==> src/serial_adc_regs.vh <==
`ifndef SERIAL_ADC_REGS_VH
`define SERIAL_ADC_REGS_VH

// System clock rate in Hz
`define SADC_CLK_HZ 100000000
// Serial bit rates in bit/s
`define SADC_ADDR_RATE_BPS 15000
`define SADC_DATA_RATE_BPS 20000

// Configuration word layout (bit 7 leaves the shifter first)
`define SADC_CFG_WIDTH 8
`define SADC_CFG_START 7
`define SADC_CFG_INPUT_MODE 6
`define SADC_CFG_POLARITY 5
`define SADC_CFG_CHAN_HI 4
`define SADC_CFG_CHAN_LO 3
`define SADC_CFG_UNIPOLAR 2
`define SADC_CFG_MSB_FIRST 1
`define SADC_CFG_PAD 0

// Frame lengths and result field position
`define SADC_ADDR_BITS 8
`define SADC_DATA_BITS 16
`define SADC_RESULT_SHIFT 6
`define SADC_RESULT_WIDTH 10

// Reset levels
`define SADC_SELECT_IDLE 1'b1
`define SADC_SCLK_IDLE 1'b0

`endif

==> src/half_period_divider.v <==
`timescale 1ns/1ps
module half_period_divider
#(
  parameter integer HALF_CYCLES = 2500,
  parameter integer CNT_WIDTH = 16
)
(
  input wire ref_clk,
  input wire reset,
  input wire enable,
  output reg tick
);
  reg [CNT_WIDTH-1:0] count_reg;

  // Counter restarts while disabled so the first half period is whole
  always @(posedge ref_clk)
  begin
    if (reset || !enable)
    begin
      count_reg <= {CNT_WIDTH{1'b0}};
      tick <= 1'b0;
    end
    else if (count_reg == HALF_CYCLES[CNT_WIDTH-1:0] - 1'b1)
    begin
      count_reg <= {CNT_WIDTH{1'b0}};
      tick <= 1'b1;
    end
    else
    begin
      count_reg <= count_reg + 1'b1;
      tick <= 1'b0;
    end
  end
endmodule

==> src/serial_adc_sequencer.v <==
// Notes on behaviour
// - Word carries start bit and channel selects
// - One bit picks single-ended or differential
// - One bit picks input or pair polarity
// - One bit picks unipolar or bipolar
// - One bit asks for MSB-first result
// - Address and data phases never overlap
// - Result belongs to that converter's previous exchange's address
// - Each result is ten-bit unsigned value
`timescale 1ns/1ps
`include "serial_adc_regs.vh"
module serial_adc_sequencer
#(
  parameter integer ADDR_HALF_CYCLES = `SADC_CLK_HZ / (2 * `SADC_ADDR_RATE_BPS),
  parameter integer DATA_HALF_CYCLES = `SADC_CLK_HZ / (2 * `SADC_DATA_RATE_BPS)
)
(
  input wire ref_clk,
  input wire reset,
  input wire request,
  input wire adcSel,
  input wire single_or_differential_sel,
  input wire inputPolaritySel,
  input wire channel_sel_bit0,
  input wire channel_sel_bit1,
  input wire unipolar_sel,
  input wire msb_first_sel,
  input wire serialDataIn,
  output reg busy,
  output reg resultValid,
  output reg [`SADC_RESULT_WIDTH-1:0] result,
  output reg resultAdc,
  output reg serialClk,
  output reg serialDataOut,
  output reg chipSelect1N,
  output reg chipSelect2N
);
  localparam [1:0] ST_IDLE = 2'd0;
  localparam [1:0] ST_ADDR = 2'd1;
  localparam [1:0] ST_DATA = 2'd2;
  localparam [1:0] ST_GAP = 2'd3;

  reg [1:0] state_reg;
  reg [4:0] bitCnt_reg;
  reg [`SADC_CFG_WIDTH-1:0] shiftOut_reg;
  reg [`SADC_DATA_BITS-1:0] shiftIn_reg;
  reg sdiMeta_reg;
  reg sdiSync_reg;
  reg [`SADC_CFG_WIDTH-1:0] cfgWord;
  wire addrTick;
  wire dataTick;
  wire tick;

  // Serial data pin crosses in from the converter
  always @(posedge ref_clk)
  begin
    if (reset)
    begin
      sdiMeta_reg <= 1'b0;
      sdiSync_reg <= 1'b0;
    end
    else
    begin
      sdiMeta_reg <= serialDataIn;
      sdiSync_reg <= sdiMeta_reg;
    end
  end

  // Separate dividers give each phase its own bit rate
  half_period_divider #(.HALF_CYCLES(ADDR_HALF_CYCLES), .CNT_WIDTH(16)) addrDivider
  (
    .ref_clk(ref_clk),
    .reset(reset),
    .enable(state_reg == ST_ADDR),
    .tick(addrTick)
  );

  half_period_divider #(.HALF_CYCLES(DATA_HALF_CYCLES), .CNT_WIDTH(16)) dataDivider
  (
    .ref_clk(ref_clk),
    .reset(reset),
    .enable((state_reg == ST_DATA) || (state_reg == ST_GAP)),
    .tick(dataTick)
  );

  assign tick = (state_reg == ST_ADDR) ? addrTick : dataTick;

  always @*
  begin
    cfgWord = {`SADC_CFG_WIDTH{1'b0}};
    cfgWord[`SADC_CFG_START] = 1'b1;
    cfgWord[`SADC_CFG_INPUT_MODE] = single_or_differential_sel;
    cfgWord[`SADC_CFG_POLARITY] = inputPolaritySel;
    cfgWord[`SADC_CFG_CHAN_HI] = channel_sel_bit1;
    cfgWord[`SADC_CFG_CHAN_LO] = channel_sel_bit0;
    cfgWord[`SADC_CFG_UNIPOLAR] = unipolar_sel;
    cfgWord[`SADC_CFG_MSB_FIRST] = msb_first_sel;
  end

  always @(posedge ref_clk)
  begin
    if (reset)
    begin
      state_reg <= ST_IDLE;
      bitCnt_reg <= 5'h00;
      shiftOut_reg <= {`SADC_CFG_WIDTH{1'b0}};
      shiftIn_reg <= {`SADC_DATA_BITS{1'b0}};
      busy <= 1'b0;
      resultValid <= 1'b0;
      result <= {`SADC_RESULT_WIDTH{1'b0}};
      resultAdc <= 1'b0;
      serialClk <= `SADC_SCLK_IDLE;
      serialDataOut <= 1'b0;
      chipSelect1N <= `SADC_SELECT_IDLE;
      chipSelect2N <= `SADC_SELECT_IDLE;
    end
    else
    begin
      resultValid <= 1'b0;
      case (state_reg)
        ST_IDLE:
        begin
          if (request)
          begin
            busy <= 1'b1;
            resultAdc <= adcSel;
            // Select owned here, not by the shifter
            chipSelect1N <= adcSel;
            chipSelect2N <= ~adcSel;
            serialDataOut <= cfgWord[`SADC_CFG_WIDTH-1];
            shiftOut_reg <= {cfgWord[`SADC_CFG_WIDTH-2:0], 1'b0};
            bitCnt_reg <= 5'h00;
            state_reg <= ST_ADDR;
          end
        end
        ST_ADDR:
        begin
          if (tick)
          begin
            if (!serialClk)
            begin
              // Data was set up a half period before this rising edge
              serialClk <= 1'b1;
              bitCnt_reg <= bitCnt_reg + 5'h01;
            end
            else
            begin
              serialClk <= 1'b0;
              if (bitCnt_reg == `SADC_ADDR_BITS)
              begin
                // Straight into readback, select still low
                serialDataOut <= 1'b0;
                bitCnt_reg <= 5'h00;
                state_reg <= ST_DATA;
              end
              else
              begin
                serialDataOut <= shiftOut_reg[`SADC_CFG_WIDTH-1];
                shiftOut_reg <= {shiftOut_reg[`SADC_CFG_WIDTH-2:0], 1'b0};
              end
            end
          end
        end
        ST_DATA:
        begin
          if (tick)
          begin
            if (!serialClk)
            begin
              serialClk <= 1'b1;
              shiftIn_reg <= {shiftIn_reg[`SADC_DATA_BITS-2:0], sdiSync_reg};
              bitCnt_reg <= bitCnt_reg + 5'h01;
            end
            else
            begin
              serialClk <= 1'b0;
              if (bitCnt_reg == `SADC_DATA_BITS)
              begin
                chipSelect1N <= `SADC_SELECT_IDLE;
                chipSelect2N <= `SADC_SELECT_IDLE;
                // Value reflects the address of the earlier exchange with the same converter
                result <= shiftIn_reg[`SADC_DATA_BITS-1:`SADC_RESULT_SHIFT];
                resultValid <= 1'b1;
                state_reg <= ST_GAP;
              end
            end
          end
        end
        ST_GAP:
        begin
          // Keep select high one data half period before any new frame
          if (tick)
          begin
            busy <= 1'b0;
            state_reg <= ST_IDLE;
          end
        end
        default:
        begin
          state_reg <= ST_IDLE;
        end
      endcase
    end
  end
endmodule

==> config.mk <==
export PLATFORM = sky130hd
export DESIGN_NAME = serial_adc_sequencer
export DESIGN_NICKNAME = d
export VERILOG_FILES = /design/src/half_period_divider.v /design/src/serial_adc_sequencer.v
export VERILOG_INCLUDE_DIRS = /design/src /design/src/src
export SDC_FILE = /design/constraint.sdc
export NUM_CORES = 1
export LEC_CHECK = 0
export BUFFER_PORTS_ARGS = -buffer_cell sky130_fd_sc_hd__buf_2
export CAP_MARGIN = 20
export CORE_ASPECT_RATIO = 0.75
export CORE_UTILIZATION = 30
export CTS_CLUSTER_SIZE = 12
export DETAILED_ROUTE_END_ITERATION = 8
export GPL_ROUTABILITY_DRIVEN = 0
export PLACE_DENSITY_LB_ADDON = 0.3
export SYNTH_ARGS = -nofsm -noshare
export SYNTH_HDL_FRONTEND = slang
export SYNTH_SLANG_ARGS = --single-unit
==> constraint.sdc <==
create_clock -name ref_clk -period 2.4 [get_ports ref_clk]
set_input_delay 0.48 -clock ref_clk [delete_from_list [all_inputs] [get_ports ref_clk]]
set_output_delay 0.48 -clock ref_clk [all_outputs]
set_load 0.05 [all_outputs]
==> summary.txt, run 1 <==
Setup path
  – Slowest stage cell, crit path: nor4_1
  – Reg2Reg Depth: 6
  – Worst R2R Start: state_reg[0]$_SDFFE_PP0P_
  – Critical Path Source: state_reg[0]$_SDFFE_PP0P_
  – Critical Path RT: 2.67 ns
  – CP endpoint: state_reg[0]$_SDFFE_PP0P_
  – CP startpoint kind: flop
  – Critical path type: reg -> reg
  – Most frequent CP cell: inv_1
  – Max incr delay on CP: 0.59 ns
  – Critical path cell sequence: inv_1 > ha_1 > inv_1 > o311ai_2 > nor4_1 > mux2i_1
  – Internal reg-to-reg setup slack: 0.25 ns
  – CP Capture Type: flop
  – Critical path arrival: 2.42 ns
  – R2R Path End: state_reg[0]$_SDFFE_PP0P_
  – Worst-path fanout max: 8

Power
  – Internal power: 2.69 mW
  – Clock share of power: 37.9%
  – Sw Share: 30.1%
  – LEAKAGE: 1.52 nW
  – Gate power share: 22.4%
  – Power per cell area: 899 nW/µm²
  – Peak supply drop: between 300 and 400 µV
  – P_sw: 1.16 mW
  – Register share of total power: 39.7%

STA
  – Clock skew: 0.00571 ns
  – Max-slew headroom: 52.0%
  – Max Clock Freq: roughly 470 MHz
  – Slew Limit Fails: 0
  – RSZ-0062 raised after global routing: no
  – Setup violations, final: 0
  – Period minus WS final: roughly 2.1 ns
  – Worst-Margin Slew: between 0.7 and 0.8 ns
  – Final Hold Viols: 0
  – Sum Neg Setup Slack: 0 ns
  – Tcrit/Tclk final: 89.5%
  – Setup ws final: 0.252 ns

Clocking
  – Clock insertion delay at the later pin of the skew report: 0.34 ns
  – Worst-path clk slew: 0.06 ns
  – # resized after CTS: 0
  – Clock buffer count from CTS: 9
  – H-Tree Level Count: 3
  – Clk sink count: 82
  – Clock Tree Buf Depth: 2
  – CTS tree: done
  – Hold_buf cts: 0
  – Setup bufs post-CTS: 0
  – Clock Tree Root: clkbuf_16

Finish
  – Design area: 4280 µm²
  – Area grow syn2layout: 17.0%
  – Commonest non-fill, non-tap cell in the layout: dfxtp_1
  – Share of cells above drive strength 1: between 10 and 15%
  – Most frequent cells in the layout: dfxtp_1, nor2_1, mux2i_1
  – Final net count: 443

Routing
  – DRT antenna net count: 0
  – Routed vias/inst: 4.75
  – Final wirelength: 7240 µm
  – DRT Pass-1 Iters: 4
  – # DRC: 0
  – Drt wl/cell: 12.2 µm
  – Vias after detailed routing: 2806
  – 1st-iter DRT viols: 152

Floorplanning
  – Die Width: 130 µm
  – # rows: 34
  – Core area: 11700 µm²
  – Number of primary I/O pins: 28
  – Initial core utilization: 31.2%
  – Die H: just under 100 µm
  – Die area: 12700 µm²

Global routing
  – Number of global-route vias before repair: 2623
  – First-pass GRT wire length: ~13000 µm
  – Largest net degree at the start of global routing: 27
  – Gr usage total: 12.7%
  – Total gr overflow: 0
  – Initial antenna violation count: 1

Job
  – MaxCap Viol Count: 0

Logic synthesis
  – Ys async rst share: 0%
  – Cells after Synth: 398
  – Synth warn: 0
  – Synthesized Nets: 418
  – Library cells used by synthesis: 51
  – Cell Area, Synth: 3660 µm²
  – Predominant post-synthesis flop cell: dfxtp_1
  – Seq/Total Area, Yosys: roughly 45%
  – Post-synth EDFFs: 0
  – Flops & latches, synth: 82
  – Avg Cell Area, Syn: 9.20 µm²

Placement
  – Worst slack, placed: between 0.2 and 0.3 ns
  – Post-place instance area: slightly below 4000 µm²
  – Hpwl dp: 5120 µm
  – IO buf count: 27

Min path
  – Min-delay worst type: in -> reg

Run status
  – Status: complete, no violations
worst min path at each step:
| stage | cells after the start | slack, ns | from | end |
|---|---|---|---|---|
| 6_report | 2 | 0.35 | serialDataIn | sdiMeta_reg$_SDFF_PP0_ |
| 5_1_grt | 2 | 0.35 | serialDataIn | sdiMeta_reg$_SDFF_PP0_ |
| 4_1_cts | 2 | 0.34 | serialDataIn | sdiMeta_reg$_SDFF_PP0_ |
| 3_5_place_dp | 1 | 0.43 | sdiMeta_reg$_SDFF_PP0_ | sdiSync_reg$_SDFF_PP0_ |
| 3_3_place_gp | 1 | 0.42 | sdiMeta_reg$_SDFF_PP0_ | sdiSync_reg$_SDFF_PP0_ |
| 2_1_floorplan | 1 | 0.41 | sdiMeta_reg$_SDFF_PP0_ | sdiSync_reg$_SDFF_PP0_ |
routing by layer:
| metal | vias to the layer above | track usage [%] | wire, µm |
|---|---|---|---|
| met3 | 9 | 4.52 | 273 |
| met5 | - | 0 | 0 |
| met4 | 0 | 4.03 | 86 |
| met1 | 1315 | 17.3 | 3790 |
| met2 | 37 | 18.5 | 3090 |
| li1 | 1445 | - | - |
area by class of cell:
class / instances / area, µm²
well taps: 162 / 203
inverters: 18 / 67.6
diodes: 1 / 2.50
multi-input cells: 278 / 1860
clock inverters: 6 / 91.3
repair buffers: 34 / 188
clock buffers: 10 / 229
fillers: 1222 / 7460
flip-flops and latches: 82 / 1640
power by group through the flow:
stage	Clock (mW)	Combinational, mW	Sequential (mW)
finish	1.46	0.864	1.53
global route	1.57	0.960	1.54
CTS	1.51	0.865	1.53
detailed placement	0	0.862	1.56
global placement	0	0.851	1.56
floorplan	0	0.593	1.64
worst max-delay path: cells and delay by family (launching register included):
kind,cells,cell delay (ns)
AO/OA/AOI/OAI,1,0.23
multiplexers,1,0.24
adder cells (fa/ha/maj),1,0.32
flip-flops,1,0.39
buffers and inverters,2,0.31
AND/OR/NAND/NOR,1,0.59
kinds of logic (layout without fill, tap and decap cells):
| family | count (synthesis) | after routing | synth area share [%] |
|---|---|---|---|
| fa+ha+maj | 9 | 9 | 3.08 |
| xor+xnor | 26 | 26 | 6.22 |
| other cells | 0 | 1 | 0 |
| simple gates | 163 | 163 | 23.0 |
| flops | 82 | 82 | 44.8 |
| mux | 36 | 36 | 9.88 |
| compound gates | 44 | 44 | 8.54 |
| buf+inv | 38 | 68 | 4.48 |
metrics by stage:
| step | instances | util [%] | hold WS (ns) | power (mW) |
|---|---|---|---|---|
| after floorplan | 398 | - | 0.414 | 2.23 |
| after global placement | 574 | 33.7 | 0.423 | 2.41 |
| after detailed placement | 574 | 33.7 | 0.433 | 2.42 |
| after CTS | 590 | 36.5 | 0.337 | 3.90 |
| after global routing | 590 | 36.5 | 0.346 | 4.07 |
| final | 591 | 36.5 | 0.349 | 3.85 |
cells in the mapped netlist (9+ instances only):
cell type  instances  area share [%]
inv_1             18             1.8
nor4_1             9             1.5
nand3_1           17             2.3
clkbuf_1          12             1.2
nand4_1           13             2.2
mux2i_1           35             9.6
xnor2_1           13             3.1
nand2_1           16             1.6
xor2_1            13             3.1
nor2_1            63             6.5
dfxtp_1           82              45
a21oi_1           14             1.9
ha_1               9             3.1
Power figures use the tool's default switching activity.
==> inputs of run 2 (changes only) <==
- ABC_AREA: not set -> 1
- SYNTH_HIERARCHICAL: not set -> 1
==> run 2 against run 1 <==
Against the previous run:
- power grew 4.1%
- fmax increased by 3.8%
- core utilization down 0.80 points
- worst hold slack improved by 0.0081 ns
- critical path type unchanged
==> summary.txt, run 2 <==
Clocking
  – Hold_buf cts: 0
  – Clock Tree Root: clkbuf_16
  – # resized after CTS: 0
  – Setup bufs post-CTS: 0
  – Clock Tree Buf Depth: 2
  – Clock insertion delay at the later pin of the skew report: 0.33 ns
  – Worst-path clk slew: approximately 0.06 ns
  – H-Tree Level Count: 3
  – Clk sink count: roughly 80
  – Clock buffer count from CTS: 9
  – CTS tree: done

Routing
  – Drt wl/cell: 10.6 µm
  – # DRC: 0
  – DRT Pass-1 Iters: 4
  – Routed vias/inst: 4.49
  – 1st-iter DRT viols: between 150 and 200
  – Vias after detailed routing: 3558
  – Final wirelength: 8420 µm
  – DRT antenna net count: 0

Min path
  – Min-delay worst type: in -> reg

Finish
  – Final net count: 639
  – Commonest non-fill, non-tap cell in the layout: nor2_1
  – FILL cells: 1387
  – Design area: 4690 µm²
  – Area grow syn2layout: 14.9%
  – Most frequent cells in the layout: nor2_1, nand2_1, dfxtp_1
  – Diode count: 0
  – Share of cells above drive strength 1: 14.3%
  – Final Util: 35.7%

Setup path
  – CP Capture Type: flop
  – Critical path cell sequence: inv_1 > ha_1 > inv_2 > nand2_2 > nand2_4 > inv_2 > nand2_1 > nand3_1 > o21ai_0 > nor2_1
  – Max incr delay on CP: 0.42 ns
  – Most frequent CP cell: inv_2
  – Critical path type: reg -> reg
  – Critical path arrival: 2.28 ns
  – Slowest stage cell, crit path: dfxtp_1
  – CP startpoint kind: flop
  – Critical Path RT: about 2.6 ns
  – Worst-path fanout max: 11

STA
  – Max Clock Freq: 483 MHz
  – Tcrit/Tclk final: between 80% and 90%
  – Worst-Margin Slew: 0.491 ns
  – Slew Limit Fails: 0
  – Sum Neg Setup Slack: 0 ns
  – Final Hold Viols: 0
  – Setup violations, final: 0
  – Clock skew: 0.00532 ns
  – Hold_ws: 0.357 ns
  – Period minus WS final: 2.07 ns
  – Max-slew headroom: 67.0%
  – RSZ-0062 raised after global routing: no

Logic synthesis
  – Synthesized Nets: 610
  – Post-synth top area share: 40.2%
  – Library cells used by synthesis: 33
  – Most common cell in the synthesized netlist: nor2_1
  – Cells after Synth: 588
  – Area leader, netlist: dfxtp_1
  – Synth area leaders: dfxtp_1, nor2_1, nand2_1, inv_1, nand3_1
  – Seq/Total Area, Yosys: 40.2%
  – Predominant post-synthesis flop cell: dfxtp_1
  – Cell Area, Synth: 4090 µm²
  – Flops & latches, synth: 82
  – Top post-synthesis cells by count: nor2_1, nand2_1, dfxtp_1
  – Post-synth EDFFs: 0
  – Ys async rst share: 0%
  – Avg Cell Area, Syn: slightly below 7 µm²
  – Synth warn: 6

Placement
  – Hpwl dp: 6170 µm
  – IO buf count: 27
  – Post-place instance area: about 4400 µm²

Power
  – Peak supply drop: 376 µV
  – Power per cell area: 854 nW/µm²
  – LEAKAGE: 1.98 nW

Floorplanning
  – Die area: 14100 µm²
  – Core area: between 10000 and 15000 µm²
  – Die H: around 100 µm
  – Number of primary I/O pins: 28
  – Initial core utilization: 31.1%
  – # rows: 36
  – Die Width: 137 µm

Global routing
  – Number of global-route vias before repair: around 3400
  – Total gr overflow: 0
  – Largest net degree at the start of global routing: 37
  – Gr usage total: 13.2%
  – First-pass GRT wire length: 14900 µm
  – Initial antenna violation count: 0

Run status
  – Status: complete, no violations

Job
  – MaxCap Viol Count: 0
run 2: cell type report:
cell class	instances	area [µm²]	area share, %
Clock buffer	10	239	5.09
Clock inverter	6	90.1	1.92
Inverter	76	285	6.08
Multi-Input combinational cell	418	2060	44.0
Sequential cell	82	1640	35.0
Tap cell	171	214	4.56
Timing Repair Buffer	30	158	3.36
run 2: worst paths after layout:
| kind | from | to | slack [ns] | cells past startpoint |
|---|---|---|---|---|
| worst max-delay path | state_reg[1]$_SDFFE_PP0P_ | bitCnt_reg[3]$_SDFFE_PP0P_ | 0.33 | 10 |
| worst min-delay path | serialDataIn | sdiMeta_reg$_SDFF_PP0_ | 0.36 | 3 |
| worst max register to register | state_reg[1]$_SDFFE_PP0P_ | bitCnt_reg[3]$_SDFFE_PP0P_ | 0.33 | 10 |
| worst min register to register | sdiMeta_reg$_SDFF_PP0_ | sdiSync_reg$_SDFF_PP0_ | 0.40 | 2 |
run 2: logic make-up (layout without fill, tap and decap cells):
kind of cell | Yosys count | in the layout | share of synthesized area, %
AND/OR/NAND/NOR | 327 | 327 | 35.9
buffers and inverters | 88 | 122 | 9.28
flip-flops | 82 | 82 | 40.2
AO/OA/AOI/OAI | 68 | 68 | 8.67
adder cells (fa/ha/maj) | 11 | 11 | 3.37
XOR/XNOR | 11 | 11 | 2.36
multiplexers | 1 | 1 | 0.245
run 2: stage by stage:
step / cells / power [mW] / setup slack (ns)
6_report: 793 / 4.01 / 0.331
3_5_place_dp: 777 / 2.54 / 0.372
4_1_cts: 793 / 4.05 / 0.337
2_1_floorplan: 588 / 2.35 / 0.712
5_1_grt: 793 / 4.26 / 0.0419
3_3_place_gp: 777 / 2.52 / 0.505
run 2: where the power goes:
group | internal, mW | total (mW) | switching, mW
logic | 0.290 | 0.957 | 0.667
registers | 1.47 | 1.55 | 0.0832
clock network | 0.941 | 1.49 | 0.553
run 2: per-layer routing:
metal | global-route usage (%) | vias to the layer above | routed length, µm
met5 | 0 | - | 0
met4 | 4.53 | 0 | 107
met3 | 3.10 | 10 | 301
met2 | 20.4 | 40 | 3490
met1 | 17.9 | 1611 | 4520
li1 | - | 1897 | -
run 2: worst max-delay path: cells and delay by family (launching register included):
kind                       cells  cell delay, ns
DFF                            1            0.42
and+or+nand+nor                5            0.55
buffers and inverters          3            0.39
AOI/OAI and AO/OA              1            0.26
adders and majority gates      1            0.31
==> inputs of run 3 (changes only) <==
- REMOVE_ABC_BUFFERS: not set -> 1
==> run 3 against run 2 <==
Against the previous run:
- sequential power about the same
- global-route usage up 0.13 points
- register-to-register slack better by 0.05 ns
- die area did not move
- critical path depth did not move
- largest power group unchanged
- worst hold slack worse by 0.011 ns
- routed wire length decreased by 0.99%
- fmax increased by 2.7%
- sequential share of layout area is 0.23 points higher
- first-iteration DRC count fell by 24%
- power fell by 3.4%
==> summary.txt, run 3 (same netlist as run 2, synthesis figures left out) <==
Run status
  – Status: complete, no violations

Placement
  – Hpwl dp: 6180 µm
  – IO buf count: 27

Routing
  – DRT antenna net count: 0
  – DRT Pass-1 Iters: 4
  – Drt wl/cell: roughly 11 µm
  – 1st-iter DRT viols: 139
  – Final wirelength: 8340 µm
  – Vias after detailed routing: between 3000 and 4000
  – Routed vias/inst: 4.45
  – # DRC: 0

STA
  – Final Hold Viols: 0
  – Slew Limit Fails: 0
  – RSZ-0062 raised after global routing: no
  – Clock skew: between 0.006 and 0.007 ns
  – Setup violations, final: 0
  – Worst-Margin Slew: ~0.48 ns
  – Tcrit/Tclk final: 84.0%
  – Max-slew headroom: roughly two thirds
  – Period minus WS final: 2.02 ns
  – Sum Neg Setup Slack: 0 ns
  – Max Clock Freq: 496 MHz

Finish
  – Most frequent cells in the layout: nor2_1, nand2_1, dfxtp_1
  – Final net count: approximately 640
  – Share of cells above drive strength 1: between 10 and 15%
  – Final Util: 35.4%
  – Commonest non-fill, non-tap cell in the layout: nor2_1
  – Area grow syn2layout: 14.1%
  – Diode count: 0

Global routing
  – Largest net degree at the start of global routing: 34
  – First-pass GRT wire length: 14800 µm
  – Total gr overflow: 0
  – Number of global-route vias before repair: 3314
  – Gr usage total: 13.3%
  – Initial antenna violation count: 0

Floorplanning
  – # rows: 36
  – Die H: a little over 100 µm
  – Initial core utilization: 31.1%
  – Core area: 13200 µm²
  – Die Width: 137 µm
  – Die area: 14100 µm²
  – Number of primary I/O pins: 28

Clocking
  – Setup bufs post-CTS: 0
  – Clock Tree Root: clkbuf_16
  – Worst-path clk slew: 0.06 ns
  – Clock buffer count from CTS: 9
  – Clock insertion delay at the later pin of the skew report: 0.33 ns
  – Clk sink count: 82
  – CTS tree: done
  – Hold_buf cts: 0
  – Clock Tree Buf Depth: 2
  – H-Tree Level Count: 3
  – # resized after CTS: 0

Power
  – LEAKAGE: 1.97 nW
  – Clock share of power: 35.4%
  – Gate power share: 24.5%
  – Power per cell area: 830 nW/µm²
  – Sw Share: between 30% and 40%
  – P_sw: about 1.3 mW
  – Internal power: 2.60 mW
  – Post-layout power: 3.87 mW
  – Peak supply drop: 375 µV
  – Register share of total power: 40.1%

Setup path
  – Critical path type: reg -> reg
  – Worst-path fanout max: 16
  – Critical Path RT: approximately 2.6 ns
  – CP Capture Type: flop
  – Critical path arrival: around 2.2 ns
  – CP startpoint kind: flop

Min path
  – Min-delay worst type: in -> reg

Job
  – MaxCap Viol Count: 0
## run 3: cell count changes in the layout (fill, tap and decap cells not counted)
cell       previous run  this run
bufinv_16             2         1
clkbuf_1              0         2
clkinv_4              2         1
## run 3: metrics by stage
step                cell area (µm²)  worst slack [ns]  instances  hold slack, ns
floorplan                      3990             0.517        576           0.388
global placement               4360             0.490        777           0.409
detailed placement             4360             0.387        777           0.414
CTS                            4660             0.375        793           0.334
global route                   4660             0.159        793           0.343
finish                         4660             0.384        793           0.346
## run 3: routing by layer
metal	global-route usage, %	routed length, µm	up-vias
met5	0	0	-
met4	5.04	107	0
met3	3.74	355	10
met2	20.2	3400	62
met1	17.8	4470	1560
li1	-	-	1897
## run 3: worst paths after layout
path,startpoint,to,slack [ns],cells after the start
max,state_reg[1]$_SDFFE_PP0P_,shiftIn_reg[3]$_SDFFE_PP0P_,0.38,10
min,serialDataIn,sdiMeta_reg$_SDFF_PP0_,0.35,3
max reg2reg,state_reg[1]$_SDFFE_PP0P_,shiftIn_reg[3]$_SDFFE_PP0P_,0.38,10
min reg2reg,sdiMeta_reg$_SDFF_PP0_,sdiSync_reg$_SDFF_PP0_,0.42,2
## run 3: final cells by class
class	count	area (µm²)
inverter	76	285
multi-input combinational	418	2060
fill	1408	8490
tap	171	214
timing repair buffer	30	158
clock buffer	12	246
clock inverter	4	51.3
sequential	82	1640
## run 3: critical path, stage by stage (launching register included)
cell and delay [ns]:
dfxtp_1 0.40, inv_1 0.10, ha_1 0.30, inv_2 0.19
nand2_2 0.10, nand2_4 0.10, inv_2 0.06, nor3_4 0.25
inv_2 0.21, nor2_1 0.13, nor2_1 0.06
## run 3: power by group through the flow
stage | registers (mW) | logic [mW] | clock network (mW)
global placement | 1.58 | 0.938 | 0
floorplan | 1.66 | 0.653 | 0
finish | 1.55 | 0.949 | 1.37
global route | 1.57 | 1.11 | 1.48
CTS | 1.55 | 0.960 | 1.42
detailed placement | 1.58 | 0.956 | 0
